==> src/pkg/clk_ctrl_params.svh <==
// Offsets, field positions and reset values of the clock control registers
`ifndef CLK_CTRL_PARAMS_SVH
`define CLK_CTRL_PARAMS_SVH

// Register byte offsets
`define CTRL_OFS        4'h0
`define STATUS_OFS      4'h4

// Control word field positions
`define KIND_LSB        0
`define LEFT_BIT        2
`define DYNSEL_BIT      3
`define SSEL_LSB        4
`define IN2_PICK_BIT    6
`define IN3_PICK_BIT    7
`define INUSE_BIT       8
`define SENA_BIT        9
`define DYNENA_BIT      10
`define BYPASS_BIT      11
`define DRVPLL_BIT      12
`define DUAL_BIT        13
`define PSRC_BIT        14
`define EXTEN_LSB       15
`define PIN0_LSB        17
`define PIN1_LSB        19

// Writable bits and reset value: in use, static enable, both external outputs, pin 1 on input 1
`define CTRL_MASK       32'h001F_FFFF
`define CTRL_RESET      32'h0009_8300

// Reset value of the captured enable: network starts running
`define ENA_RESET       1'h1

// Status word field positions
`define ST_SEL_LSB      0
`define ST_ENA_BIT      2
`define ST_ACTIVE_BIT   3
`define ST_LEVEL_BIT    4
`define ST_DYNSEL_BIT   5
`define ST_DYNENA_BIT   6

`endif

==> src/pkg/clk_ctrl_pkg.sv <==
// Types shared by the clock control block
`default_nettype none
package clk_ctrl_pkg;
  typedef enum logic [1:0] {
    KIND_GLOBAL   = 2'b00,
    KIND_REGIONAL = 2'b01,
    KIND_PERIPH   = 2'b10,
    KIND_RSVD     = 2'b11
  } net_kind_t;
  typedef logic [31:0] word_t;
  typedef logic [3:0]  reg_addr_t;
  typedef logic [1:0]  mux_sel_t;
endpackage : clk_ctrl_pkg
`default_nettype wire

==> src/pkg/net_ctrl_if.sv <==
// Interface between the control top, the source mux and the gate
`timescale 1ns/10ps
`default_nettype none
interface net_ctrl_if;
  import clk_ctrl_pkg::*;
  logic [3:0] inclk;
  mux_sel_t   sel;
  logic       src_clk;
  logic       ena_req;
  logic       bypass;
  logic       gating_ok;
  logic       power_down;
  logic       gated_clk;
  logic       ena_state;
  modport sel_side  (input inclk, input sel, output src_clk);
  modport gate_side (input src_clk, input ena_req, input bypass, input gating_ok,
                     input power_down, output gated_clk, output ena_state);
  modport ctrl      (output inclk, output sel, output ena_req, output bypass,
                     output gating_ok, output power_down,
                     input src_clk, input gated_clk, input ena_state);
endinterface : net_ctrl_if
`default_nettype wire

==> src/rtl/clk_source_mux.sv <==
// Four-input network source multiplexer
`timescale 1ns/10ps
`default_nettype none
module clk_source_mux (
  input  wire logic        core_clk, // Core clock
  input  wire logic        rst_b,    // Async reset, active low
  net_ctrl_if.sel_side     nc        // Mux inputs, select and result
);
  import clk_ctrl_pkg::*;

  logic picked;

  // Pick by index; pins sit on 0 and 1, counters on 2 and 3, except on periphery; left blocks hold 3 low
  assign picked = nc.inclk[nc.sel];

  // Registered so the selected level is glitch free for the gate
  always_ff @(posedge core_clk or negedge rst_b) begin
    if (!rst_b) begin
      nc.src_clk <= 1'h0;
    end else begin
      nc.src_clk <= picked;
    end
  end
endmodule : clk_source_mux
`default_nettype wire

==> src/rtl/clk_net_gate.sv <==
// Falling-edge enable capture and AND gating of one network
`timescale 1ns/10ps
`default_nettype none
`include "clk_ctrl_params.svh"
module clk_net_gate (
  input  wire logic        core_clk, // Core clock
  input  wire logic        rst_b,    // Async reset, active low
  net_ctrl_if.gate_side    nc        // Source level, enable and gated result
);
  import clk_ctrl_pkg::*;

  logic ena_meta;
  logic src_prev;
  logic ena_eff;
  logic src_fall;

  // Extra register for enables driven from another domain; may be skipped
  assign ena_eff  = !nc.gating_ok ? 1'h1 : (nc.bypass ? nc.ena_req : ena_meta);
  assign src_fall = src_prev & ~nc.src_clk;

  always_ff @(posedge core_clk or negedge rst_b) begin
    if (!rst_b) begin
      ena_meta <= `ENA_RESET;
      src_prev <= 1'h0;
    end else begin
      ena_meta <= nc.ena_req;
      src_prev <= nc.src_clk;
    end
  end

  // Enable changes only as the source falls, so a high phase is never cut
  always_ff @(posedge core_clk or negedge rst_b) begin
    if (!rst_b) begin
      nc.ena_state <= `ENA_RESET;
    end else if (src_fall) begin
      nc.ena_state <= ena_eff;
    end
  end

  // AND of level and captured enable; power-down holds the network low
  always_ff @(posedge core_clk or negedge rst_b) begin
    if (!rst_b) begin
      nc.gated_clk <= 1'h0;
    end else begin
      nc.gated_clk <= nc.src_clk & (nc.ena_state | ~nc.gating_ok) & ~nc.power_down;
    end
  end
endmodule : clk_net_gate
`default_nettype wire

==> src/rtl/clock_network_select_gate.sv <==
// Clock control block for one global, regional or periphery network
//
// Decided for this implementation: the strobed register port and the address map.
`timescale 1ns/10ps
`default_nettype none
`include "clk_ctrl_params.svh"
module clock_network_select_gate (
  input  wire logic                  core_clk,              // Core clock, 125 MHz
  input  wire logic                  rst_b,                 // Async reset, active low
  input  wire clk_ctrl_pkg::reg_addr_t reg_addr,            // Register byte address
  input  wire clk_ctrl_pkg::word_t   reg_wdata,             // Register write data
  input  wire logic                  reg_wr,                // Write strobe
  input  wire logic                  reg_rd,                // Read strobe
  output      clk_ctrl_pkg::word_t   reg_rdata,             // Read data, cycle after strobe
  input  wire logic [3:0]            clock_pin,             // Four same-side clock pins
  input  wire logic                  pll_post_counter_zero, // PLL counter 0 output
  input  wire logic                  pll_post_counter_one,  // PLL counter 1 output
  input  wire logic                  pll_post_counter_two,  // PLL counter 2 output
  input  wire logic                  pll_post_counter_three,// PLL counter 3 output
  input  wire logic                  pll_post_counter_four, // PLL counter 4 output
  input  wire logic                  transceiver_output,    // Transceiver clock for periphery
  input  wire logic [1:0]            pll_ext_clk,           // PLL dedicated external clocks
  input  wire clk_ctrl_pkg::mux_sel_t source_select,        // Run-time source index
  input  wire logic                  net_enable,            // Run-time network enable
  input  wire logic                  logic_clk_src,         // Fabric logic clock source
  output logic                       network_clk,           // Gated network clock
  output logic                       dual_network_clk,      // Adjacent regional network
  output logic [1:0]                 ext_clk_out            // External clock output pins
);
  import clk_ctrl_pkg::*;

  // One synchroniser bit per outside source: 4 pins, 5 counters,
  // the transceiver and 2 external clocks
  localparam int SYNC_W = 12;

  // Pick one of four pins by a two-bit index
  // Any pin on this side may feed input zero or one
  function automatic logic pick_pin(input logic [3:0] pins, input logic [1:0] idx);
    pick_pin = pins[idx];
  endfunction : pick_pin

  // Pick between the two counters that may feed one mux input
  function automatic logic pick_counter(input logic use_hi, input logic lo, input logic hi);
    pick_counter = use_hi ? hi : lo;
  endfunction : pick_counter

  // Bundle between this block, the source mux and the gate
  net_ctrl_if nc ();

  // Register state and read path
  word_t              ctrl;
  word_t              status;
  word_t              next_rdata;

  // Synchroniser stages and their groups
  logic [SYNC_W-1:0]  sync_a;
  logic [SYNC_W-1:0]  sync_b;
  logic [SYNC_W-1:0]  async_in;
  logic [3:0]         pin_s;
  logic [4:0]         cnt_s;
  logic               xcvr_s;
  logic [1:0]         ext_s;

  // Fields decoded from the control word
  net_kind_t          kind;
  logic               left_side;
  logic               dyn_sel_on;
  mux_sel_t           static_sel;
  logic               in2_pick;
  logic               in3_pick;
  logic               in_use;
  logic               static_ena;
  logic               dyn_ena_on;
  logic               meta_bypass;
  logic               drives_pll;
  logic               dual_on;
  logic               periph_logic;
  logic [1:0]         ext_en;
  logic [1:0]         pin0_idx;
  logic [1:0]         pin1_idx;

  // Decoded behaviour
  logic               is_periph;
  logic               is_regional;
  logic               is_global;
  logic               dyn_sel_live;
  logic               dyn_ena_live;
  logic [3:0]         net_inclk;
  mux_sel_t           eff_sel;

  // Bus decode
  logic               wr_ctrl;
  logic               rd_ctrl;
  logic               rd_status;

  // Pins and PLL outputs come from other domains and pass two flops
  // Two stages add latency to every source edge; harmless, since sources
  // are only ever seen as levels sampled on core_clk
  assign async_in = {pll_ext_clk, transceiver_output, pll_post_counter_four,
                     pll_post_counter_three, pll_post_counter_two,
                     pll_post_counter_one, pll_post_counter_zero, clock_pin};

  always_ff @(posedge core_clk or negedge rst_b) begin
    if (!rst_b) begin
      sync_a <= '0;
      sync_b <= '0;
    end else begin
      sync_a <= async_in;
      sync_b <= sync_a;
    end
  end

  // Synchronised groups, read only from the second stage
  assign pin_s  = sync_b[3:0];
  assign cnt_s  = sync_b[8:4];
  assign xcvr_s = sync_b[9];
  assign ext_s  = sync_b[11:10];

  // Control word fields
  assign kind         = net_kind_t'(ctrl[`KIND_LSB +: 2]);
  assign left_side    = ctrl[`LEFT_BIT];
  assign dyn_sel_on   = ctrl[`DYNSEL_BIT];
  assign static_sel   = ctrl[`SSEL_LSB +: 2];
  assign in2_pick     = ctrl[`IN2_PICK_BIT];
  assign in3_pick     = ctrl[`IN3_PICK_BIT];
  assign in_use       = ctrl[`INUSE_BIT];
  assign static_ena   = ctrl[`SENA_BIT];
  assign dyn_ena_on   = ctrl[`DYNENA_BIT];
  assign meta_bypass  = ctrl[`BYPASS_BIT];
  assign drives_pll   = ctrl[`DRVPLL_BIT];
  assign dual_on      = ctrl[`DUAL_BIT];
  assign periph_logic = ctrl[`PSRC_BIT];
  assign ext_en       = ctrl[`EXTEN_LSB +: 2];
  assign pin0_idx     = ctrl[`PIN0_LSB +: 2];
  assign pin1_idx     = ctrl[`PIN1_LSB +: 2];

  // Network kind decode; the reserved code behaves as periphery
  // Treating it as periphery keeps an unset kind from gating by accident
  assign is_periph = (kind == KIND_PERIPH) || (kind == KIND_RSVD);
  assign is_global = (kind == KIND_GLOBAL);
  assign is_regional = (kind == KIND_REGIONAL);

  // Run-time select lives only on global networks
  assign dyn_sel_live = is_global & dyn_sel_on;

  // Run-time enable is refused on periphery and on PLL-feeding networks
  // Gating a PLL input would make that PLL lose lock
  assign dyn_ena_live = dyn_ena_on & ~is_periph & ~drives_pll;

  // Mux inputs: pins on 0 and 1, counters on 2 and 3, left side differs.
  // Periphery reuses inputs 0 and 1 for transceiver and fabric logic.
  always_comb begin
    net_inclk = 4'h0;
    if (is_periph) begin
      net_inclk[0] = xcvr_s;
      net_inclk[1] = logic_clk_src;
    end else begin
      net_inclk[0] = pick_pin(pin_s, pin0_idx);
      net_inclk[1] = pick_pin(pin_s, pin1_idx);
      // Left blocks see only counter four; input three stays low
      if (left_side) begin
        net_inclk[2] = cnt_s[4];
        net_inclk[3] = 1'h0;
      end else begin
        // Other sides choose each input from a pair of counters
        net_inclk[2] = pick_counter(in2_pick, cnt_s[0], cnt_s[2]);
        net_inclk[3] = pick_counter(in3_pick, cnt_s[1], cnt_s[3]);
      end
    end
  end

  // Effective source index: fabric index or the configured one
  // Periphery reuses the index: 0 picks the transceiver, 1 fabric logic
  always_comb begin
    if (is_periph) begin
      eff_sel = {1'h0, periph_logic};
    end else if (dyn_sel_live) begin
      eff_sel = source_select;
    end else begin
      eff_sel = static_sel;
    end
  end

  // Drive the shared interface toward mux and gate
  // Periphery never gates: gating_ok low makes the gate ignore the enable
  assign nc.inclk      = net_inclk;
  assign nc.sel        = eff_sel;
  assign nc.ena_req    = static_ena & (dyn_ena_live ? net_enable : 1'h1);
  assign nc.bypass     = meta_bypass;
  assign nc.gating_ok  = ~is_periph;
  assign nc.power_down = ~in_use;

  // Source mux; a select change shows one cycle later
  clk_source_mux u_mux (
    .core_clk (core_clk),
    .rst_b    (rst_b),
    .nc       (nc.sel_side)
  );

  // Gate with falling-edge enable capture and power-down
  clk_net_gate u_gate (
    .core_clk (core_clk),
    .rst_b    (rst_b),
    .nc       (nc.gate_side)
  );

  // Network outputs. PLL counters are only ever observed here, never stopped,
  // so a gated network leaves the PLL locked.
  assign network_clk = nc.gated_clk;

  // Dual-regional copy; only regional networks may pair up
  // Shares the main captured enable, so both halves of the region switch
  // on the same falling edge
  always_ff @(posedge core_clk or negedge rst_b) begin
    if (!rst_b) begin
      dual_network_clk <= 1'h0;
    end else begin
      dual_network_clk <= is_regional & dual_on & nc.src_clk & nc.ena_state
                          & in_use;
    end
  end

  // External PLL outputs: individual enables plus the network gate
  // Not held by the in-use bit: these belong to the PLL, not this network
  always_ff @(posedge core_clk or negedge rst_b) begin
    if (!rst_b) begin
      ext_clk_out <= 2'h0;
    end else begin
      ext_clk_out <= ext_s & ext_en & {2{nc.ena_state}};
    end
  end

  // Register decode; reads decode without a strobe, which only decides
  // whether the result is registered
  assign wr_ctrl   = reg_wr & (reg_addr == `CTRL_OFS);
  assign rd_ctrl   = reg_addr == `CTRL_OFS;
  assign rd_status = reg_addr == `STATUS_OFS;

  // Status word shows the block's live state
  // The level bit is the registered gate output, one cycle old at the read
  always_comb begin
    status                       = '0;
    status[`ST_SEL_LSB +: 2]     = eff_sel;
    status[`ST_ENA_BIT]          = nc.ena_state;
    status[`ST_ACTIVE_BIT]       = in_use;
    status[`ST_LEVEL_BIT]        = nc.gated_clk;
    status[`ST_DYNSEL_BIT]       = dyn_sel_live;
    status[`ST_DYNENA_BIT]       = dyn_ena_live;
  end

  // Unmapped addresses read as zero
  always_comb begin
    if (rd_ctrl) begin
      next_rdata = ctrl;
    end else if (rd_status) begin
      next_rdata = status;
    end else begin
      next_rdata = '0;
    end
  end

  // Control register; bits outside the mask stay zero
  // A new kind or source reaches the network after the mux and gate stages
  always_ff @(posedge core_clk or negedge rst_b) begin
    if (!rst_b) begin
      ctrl <= `CTRL_RESET;
    end else if (wr_ctrl) begin
      ctrl <= reg_wdata & `CTRL_MASK;
    end
  end

  // Read data stands only in the cycle after the strobe
  // Returning to zero between reads keeps stale words off the bus
  always_ff @(posedge core_clk or negedge rst_b) begin
    if (!rst_b) begin
      reg_rdata <= '0;
    end else if (reg_rd) begin
      reg_rdata <= next_rdata;
    end else begin
      reg_rdata <= '0;
    end
  end
endmodule : clock_network_select_gate
`default_nettype wire

==> config.mk <==
export PLATFORM = sky130hd
export DESIGN_NAME = clock_network_select_gate
export DESIGN_NICKNAME = d
export VERILOG_FILES = /design/src/pkg/clk_ctrl_pkg.sv /design/src/pkg/net_ctrl_if.sv /design/src/rtl/clk_source_mux.sv /design/src/rtl/clk_net_gate.sv /design/src/rtl/clock_network_select_gate.sv
export VERILOG_INCLUDE_DIRS = /design/src /design/src/pkg
export SDC_FILE = /design/constraint.sdc
export NUM_CORES = 1
export LEC_CHECK = 0
export CAP_MARGIN = 20
export CORE_MARGIN = 2
export CORE_UTILIZATION = 35
export DETAILED_ROUTE_END_ITERATION = 7
export DONT_BUFFER_PORTS = 1
export PLACE_DENSITY = 0.56
export SLEW_MARGIN = 25
export SYNTH_ARGS = -nofsm -noshare
export SYNTH_HDL_FRONTEND = slang
export SYNTH_SLANG_ARGS = --single-unit
==> constraint.sdc <==
create_clock -name core_clk -period 1.9 [get_ports core_clk]
set_input_delay 0.475 -clock core_clk [delete_from_list [all_inputs] [get_ports core_clk]]
set_output_delay 0.475 -clock core_clk [all_outputs]
set_load 0.1 [all_outputs]
### After elaboration in Yosys (flattened, before gate mapping)

Cells that the tools add are included.

| word-level totals | value |
|---|---|
| register bits after elaboration | 85 |
| word-level logic and storage cells | 58 |

| operators by class | value |
|---|---|
| magnitude comparators | 3 |
| equality and inequality tests | 4 |
| muxes and demuxes | 19 |
| bitwise logic cells | 18 |
| reductions and logical operators | 3 |

Operators with widths:

| operator | count |
|---|---|
| $mux 32 | 1 |
| $mux 21 | 1 |
| $and 1x1->1 | 12 |
| $mux 2 | 5 |
| $lt 2x3->1 const B | 3 |
| $mux 1 | 8 |
| $mux 7 | 1 |
| $bmux 1 s2 | 3 |
| $and 2x2->2 | 2 |
| $eq 2x2->1 const B | 2 |
| $eq 4x3->1 const B | 1 |
| $logic_not 4->1 | 1 |
| $not 1->1 | 3 |
| $eq 2x1->1 const B | 1 |
| $logic_not 2->1 | 1 |
| $logic_or 1x1->1 | 1 |
| $or 1x1->1 | 1 |

### Logic depth before layout (Yosys ltp)

Gate-level depths: netlist (run 1).

| depth | value |
|---|---|
| depth in word-level cells | 9 |
| gate-level depth with buffers | 5 |
| depth with buffers taken out | 4 |

### Cells and area by module

From an unflattened synthesis (run 1), not the netlist that was laid out.

| second synthesis, totals | value |
|---|---|
| cell total of the unflattened synthesis | 182 |
| area total of the unflattened synthesis | 2743.9 sq um |

Modules (own cells, without submodules):

| module | instances | cells an instance | area an instance (sq um) | seq. area each (sq um) |
|---|---|---|---|---|
| clock_network_select_gate | 1 | 170 | 2534.9 | 1732.9 |
| clk_net_gate | 1 | 10 | 161.4 | 102.6 |
| clk_source_mux | 1 | 2 | 47.5 | 25.0 |

### Worst setup path before layout (run 1)

OpenSTA, ideal clock, no wires.

| timing path | value |
|---|---|
| path kind | register to register |
| from | reg ctrl[3] |
| to | reg u_mux.nc.src_clk |
| library setup time | 0.126 ns |
| data arrival time | 1.300 ns |
| required time | 1.774 ns |
| path slack | 0.475 ns |
| cell stages (with the launch flop) | 5 |
| buffers on the path | 0 |
| period minus slack after synthesis | 1.425 ns |
| path through | dfrtp_1 > nor2b_2 > o21a_4 > mux2_4 > o311a_1 |

| on the way | value |
|---|---|
| cells in the longest elaborated chain, start to end | 5 |

RTL lines:

| what | line | text |
|---|---|---|
| start, declared | clock_network_select_gate.sv:51 | `word_t ctrl;` |
| start signal, assigned | clock_network_select_gate.sv:266 | `` ctrl <= `CTRL_RESET; `` |
| start signal, assigned | clock_network_select_gate.sv:268 | `` ctrl <= reg_wdata & `CTRL_MASK; `` |
| $and 1x1->1 | clock_network_select_gate.sv:144 | `assign dyn_sel_live = is_global & dyn_sel_on;` |
| $mux 2 | clock_network_select_gate.sv:177 | `end else if (dyn_sel_live) begin` |
| $mux 2 | clock_network_select_gate.sv:175 | `if (is_periph) begin` |
| $bmux 1 s2 | clk_source_mux.sv:14 | `assign picked = nc.inclk[nc.sel];` |
| $mux 1 (not written as such) | clk_source_mux.sv:14 |  |
| named net u_mux.picked | clk_source_mux.sv:11 | `logic picked;` |
| end signal, assigned | clk_source_mux.sv:21 | `nc.src_clk <= picked;` |
| end, declared | net_ctrl_if.sv:15 | `modport sel_side (input inclk, input sel, output src_clk);` |

The timed path passes the listed nets, and every way through them passes these cells. The select of a mux whose other input is x is not followed.
A chain may end at the register's enable or synchronous reset.

### Final worst setup path (run 1)

| timing path | value |
|---|---|
| from | reg ctrl[0] |
| to | reg u_mux.nc.src_clk |

| on the way | value |
|---|---|
| cells in the longest elaborated chain, start to end | 6 |
| elaborated cells on any way between the ends | 11 |
| those cells by class | 2 x eq/ne; 6 x mux; 1 x bitwise; 2 x reduce/logical |

RTL lines:

| what | line | text |
|---|---|---|
| $logic_not 2->1 | clock_network_select_gate.sv:140 | `assign is_global = (kind == KIND_GLOBAL);` |
| $and 1x1->1 | clock_network_select_gate.sv:144 |  |
| $mux 2 | clock_network_select_gate.sv:177 |  |
| $mux 2 | clock_network_select_gate.sv:175 |  |
| $bmux 1 s2 * | clk_source_mux.sv:14 |  |
| $mux 1 (not written as such) * | clk_source_mux.sv:14 |  |
| named net u_mux.picked | clk_source_mux.sv:11 |  |

The timed path passes the listed nets; every way through them passes the cells marked *. The select of a mux whose other input is x is not followed.

==> out/results.txt, run 1 <==
status - finished with violations
violated checks - hold timing
IO buf count - 0
die width - 91.6 um
setup TNS - 0 ns
EDFF count, synth - 0
ANT cells - 0
Final setup viols - 0
sequential area share after synthesis - 0.693
DR DRC count - 0
max-cap check violation count - 0
CP peak stage delay - 0.42 ns
Clock transition at path regs - 0.08 ns
Util after Layout - 0.443
reg2reg setup slack - 0.38 ns
clk buf depth - 2
CORE AREA - 7330 um^2
minimum clock period after layout - 1.52 ns
pre-CTS setup slack - 0.403 ns
Detailed Place HPWL - 3360 um
I/O pins - 92
max-slew violations - 0
crit path launch - ctrl[0]$_DFFE_PN0P_
worst vdd ir - 0.570 mV
worst r2r src - ctrl[0]$_DFFE_PN0P_
main flop type after synthesis - dfrtp_1
Num CTS Buffers - 9
gr ovfl total - 0
largest net degree at the start of global routing - 75
CTS root buf - clkbuf_8
detailed-route vias per instance - 4.47
Total Wirelength - 4840 um
antenna violations before repair - 0
YS warnings - 0
WP buf/inv - 0
vias in the first global route - 1484
multi-input logic area - 738 um^2
Post-CTS Setup Inserts - 0
DR pass1 iterations - 4
die height - 91.6 um
Hold Vio Cnt, Final - 70
final worst-path cycle share - 0.799
Initial Util - 0.366
Mapped Cells - 174
synthesized area per cell - 15.4 um^2
H-tree depth - 3
Non-Filler Instances - 312
Global Route Usage Sum - 0.127
Max Clk Rate - 659 MHz
cts repair resizes - 0
Final GP Congestion - 0.807
Final Total Pwr - 4.24 mW
Clock Skew - 0.00959 ns
WHS - -0.173 ns
post-route ant nets - 0
P_leak - 1.55 nW
clk_lat worst skew - 0.34 ns
Sink Count - 74
power per cell area - 1300 nW/um^2
Post-Syn Area - 2690 um^2
Fillers - 673
TritonCTS clock tree - built
fin nets - 264
R2R depth - 4
fraction of layout cells with a size suffix above 1 - 0.371
DR iter-0 viols - 76
#FFs+latches synth - 74
Critical Path Stages - 4
post-synth cell types - 39
RSZ-0062 raised after global routing - false
Hold WC Path Type - input port to asynchronous set/reset pin
row cnt - 31
Slowest-stage cell, CP - dfrtp_1
first-pass GRT wire length - 7920 um
Critical Path Sink - u_mux.nc.src_clk$_DFF_PN0_
CP Capture Type - flop
# placed instances - 296
Final WS setup - 0.381 ns
worst endpoint required time - 2.12 ns
Crit path arrival time - 1.74 ns
die footprint - 8390 um^2
fraction of registers with async set/reset - 1.00
post-synth top area share - 0.624
top cells by area, synth - dfrtp_1 62%, mux2_2 8.4%, dfstp_2 6.8%
Critical Path Start Type - flop
dominant cell type by area after synthesis - dfrtp_1
critical-path cell list - nor2b_2 > o21a_4 > mux2_4 > o311a_1
WL per Instance - 15.5 um
worst-path fanout max - 5
CP top delay family - compound AO/OA/AOI/OAI gates
via count - 1395
Synth-to-Final Area Change - 21.1%
RR Endpoint - u_mux.nc.src_clk$_DFF_PN0_
Seq. cell area - 1860 um^2
CP Class - flop to flop
flip-flops by register name (all words and copies together) (netlist names):
| name | cells |
|---|---|
| dual_network_clk | 1 |
| u_gate.nc.gated_clk | 1 |
| ext_clk_out | 2 |
| u_gate.src_prev | 1 |
| reg_rdata | 21 |
| u_gate.nc.ena_state | 1 |
| sync_a | 12 |
| sync_b | 12 |
| u_mux.nc.src_clk | 1 |
| ctrl | 21 |
| u_gate.ena_meta | 1 |
per-layer routing:
layer | share of wire | GRT usage
met4 | 0.0085 | 0.0568
met1 | 0.43 | 0.160
met5 | 0 | 0
met3 | 0.077 | 0.0589
met2 | 0.48 | 0.188
synth_stat cells (2+ instances only):
master,n
dfstp_2,7
clkbuf_1,2
nand2_1,5
dfrtp_1,67
nor2b_1,2
mux2i_1,5
mux4_2,2
buf_2,2
mux2_2,20
a22o_1,3
and3_1,3
inv_1,2
buf_4,11
and2_1,14
o31ai_1,3
nor2_1,3
metrics by stage:
stage / hold WS, ns / area (um^2)
4_1_cts: -0.192 / 3250
3_3_place_gp: 0.182 / 2970
3_5_place_dp: 0.181 / 2970
6_report: -0.173 / 3250
5_1_grt: -0.213 / 3250
2_1_floorplan: 0.179 / 2720
worst min path at each step:
stage / end / cells past startpoint / startpoint / slack, ns
floorplan: ctrl[0]$_DFFE_PN0P_ / 0 / rst_b / 0.18
global placement: sync_a[0]$_DFF_PN0_ / 0 / rst_b / 0.18
detailed placement: sync_a[2]$_DFF_PN0_ / 0 / rst_b / 0.18
CTS: reg_rdata[19]$_DFF_PN0_ / 0 / rst_b / -0.19
global route: reg_rdata[19]$_DFF_PN0_ / 0 / rst_b / -0.21
finish: sync_a[0]$_DFF_PN0_ / 0 / rst_b / -0.17
power breakdown:
group          switching [mW]  total, mW  internal (mW)
clock network           0.546       1.66           1.11
logic                   0.401      0.640          0.240
registers               0.149       1.94           1.79
logic make-up after synthesis:
| kind of cell | after synthesis | synth area share |
|---|---|---|
| multiplexers | 29 | 0.129 |
| buffers and inverters | 19 | 0.0461 |
| AND/OR/NAND/NOR | 35 | 0.0783 |
| flip-flops | 74 | 0.693 |
| AO/OA/AOI/OAI | 16 | 0.0522 |
| other | 1 | 0.00140 |
final cells by class:
type,count,share of cell area
sequential,74,0.572
multi-input combinational,91,0.227
timing repair buffer,29,0.0708
clock buffer,12,0.0508
tap,99,0.0381
clock inverter,4,0.0370
inverter,3,0.00385
layout by cell type (no fill, tap or decap), types with 2 or more instances in the layout:
cell       instances
a22o_1             3
and2_1            14
and3_1             3
buf_4             28
bufinv_16          4
clkbuf_8          12
conb_1            11
dfrtp_1           67
dfstp_2            7
inv_1              2
mux2_2            20
mux2i_1            5
mux4_2             2
nand2_1            5
nor2_1             3
nor2b_1            2
o31ai_1            3
No activity file was read; power rests on OpenSTA's default activity.
==> inputs of run 2 (changes only) <==
Clock period 1.9 ns to 1.55 ns, I/O delays scaled along.
==> run 2 against run 1 <==
  * The flow still finishes with violations (hold timing)
  * Global-route usage down 0.41 points
  * Count of clock-buffer cells in the layout up 1
  * Clock power down 11%
  * Worst setup slack worse by 0.36 ns
  * Largest cell class unchanged
  * First-iteration DRC count down 25%
  * Sequential cell count unchanged
  * Clock skew down 0.0033 ns
  * Power up 11%
  * Highest routed layer unchanged
==> out/results.txt, run 2 (same netlist as run 1, synthesis figures left out) <==
status - finished with violations
violated checks - hold timing
Clock Skew - 0.00630 ns (-0.00329 ns)
minimum clock period after layout - 1.53 ns (+0.00685 ns)
fraction of layout cells with a size suffix above 1 - 0.372 (+0.00120)
detailed-route vias per instance - 4.50 (+0.65%)
Initial Util - 0.366 (unchanged)
pre-CTS setup slack - 0.0392 ns (-0.364 ns)
WL per Instance - 15.7 um (+1.3%)
max-slew violations - 0 (unchanged)
I/O pins - 92 (unchanged)
most common cell after layout, fill and taps aside - dfrtp_1
Final WS setup - 0.0246 ns (-0.357 ns)
largest net degree at the start of global routing - 75 (unchanged)
multi-input logic area - 743 um^2 (+0.68%)
first-pass GRT wire length - 7670 um (-3.1%)
max-cap check violation count - 0 (unchanged)
DR pass1 iterations - 4 (unchanged)
Sink Count - 74 (unchanged)
biggest regs - ctrl x21, reg_rdata x21
Fillers - 663 (-1.5%)
clk_lat worst skew - 0.34 ns (about the same)
Total Wirelength - 4940 um (+2.0%)
die width - 91.6 um (unchanged)
clk buf depth - 2 (unchanged)
CP Capture Type - flop
setup TNS - 0 ns (unchanged)
Final setup viols - 0 (unchanged)
DR DRC count - 0 (unchanged)
Crit path arrival time - 1.75 ns (about the same)
post-route ant nets - 0 (unchanged)
CP Class - flop to flop
Final Total Pwr - 4.69 mW (+11%)
Hold WC Path Type - input port to asynchronous set/reset pin
P_leak - 1.53 nW (-1.6%)
final worst-path cycle share - 0.984 (+0.185)
antenna violations before repair - 0 (unchanged)
worst vdd ir - 0.514 mV (-9.8%)
Final GP Congestion - 0.819 (+1.6%)
worst-path fanout max - 4 (-1)
Detailed Place HPWL - 3360 um (+0.28%)
CTS root buf - clkbuf_8
Synth-to-Final Area Change - 19.1%
H-tree depth - 3 (unchanged)
Seq. cell area - 1860 um^2 (about the same)
worst endpoint required time - 1.77 ns (-0.35 ns)
Max Clk Rate - 656 MHz (-0.45%)
Num CTS Buffers - 9 (unchanged)
ANT cells - 0 (unchanged)
TritonCTS clock tree - built
power per cell area - 1470 nW/um^2 (+12%)
IO buf count - 0 (unchanged)
CORE AREA - 7330 um^2 (unchanged)
Util after Layout - 0.436 (-0.00717)
die height - 91.6 um (unchanged)
vias in the first global route - 1502 (+1.2%)
DR iter-0 viols - 57 (-25%)
gr ovfl total - 0 (unchanged)
Hold Vio Cnt, Final - 74 (+5.7%)
RSZ-0062 raised after global routing - true
die footprint - 8390 um^2 (unchanged)
commonest cells after routing, fill and taps aside - 66 x dfrtp_1, 29 x buf_4, 20 x mux2_2, 14 x and2_1
via count - 1413 (+1.3%)
Critical Path Start Type - flop
Global Route Usage Sum - 0.123 (-0.00407)
row cnt - 31 (unchanged)
WHS - -0.266 ns (-0.0921 ns)
fin nets - 266 (+0.76%)
Clock transition at path regs - 0.08 ns (about the same)
## run 2: changes by cell type in the layout (fill, tap and decap cells not counted), sizes merged
cell,delta
clkinv,+2
buf,+2
clkbuf,+1
bufinv,-3
## run 2: final timing paths
kind | to | depth (start not counted) | slack, ns | from
worst min register to register | sync_b[9]$_DFF_PN0_ | 0 | 0.35 | sync_a[9]$_DFF_PN0_
worst max-delay path | u_mux.nc.src_clk$_DFF_PN0_ | 4 | 0.02 | ctrl[0]$_DFFE_PN0P_
worst max register to register | u_mux.nc.src_clk$_DFF_PN0_ | 4 | 0.02 | ctrl[0]$_DFFE_PN0P_
worst min-delay path | sync_a[0]$_DFF_PN0_ | 0 | -0.27 | rst_b
min in group core_clk | sync_a[3]$_DFF_PN0_ | 0 | 0.07 | clock_pin[3]
max in group asynchronous | ctrl[15]$_DFFE_PN1P_ | 0 | 1.60 | rst_b
## run 2: report_power, final
group          leakage [nW]  total (mW)  internal, mW  switching (mW)
clock network         0.103        1.48         0.828           0.656
logic                 0.507       0.827         0.315           0.512
registers             0.918        2.38          2.20           0.178
## run 2: repair_timing
| item | 4_1_cts | 5_1_grt |
|---|---|---|
| endpoints found under the hold margin | 74 | 74 |
| gates resized for setup | 0 | 2 |
| endpoints found under the setup margin | 0 | 1 |
| buffers inserted | 0 | 1 |
## run 2: cell type report
cell class | count | share of cell area
sequential | 74 | 0.582
multi-input combinational | 91 | 0.232
timing repair buffer | 31 | 0.0806
clock buffer | 13 | 0.0497
tap | 99 | 0.0387
clock inverter | 3 | 0.0125
inverter | 3 | 0.00391
## run 2: critical path, stage by stage (launching register included)
cell,delay [ns]
dfrtp_2,0.44
nand3b_1,0.23
o21a_4,0.17
mux2_4,0.29
o311a_1,0.28
## run 2: metrics by stage
| stage | std cells | cell area, um^2 |
|---|---|---|
| global route | 314 | 3200 |
| CTS | 313 | 3180 |
| floorplan | 184 | 2720 |
| finish | 314 | 3200 |
| detailed placement | 297 | 2990 |
| global placement | 297 | 2990 |
## run 2: routing by layer
metal | GRT usage | wire length (um) | vias up
li1 | - | - | 650
met1 | 0.151 | 2150 | 701
met2 | 0.187 | 2350 | 53
met3 | 0.0407 | 308 | 9
met4 | 0.0758 | 120 | 0
met5 | 0 | 0 | -
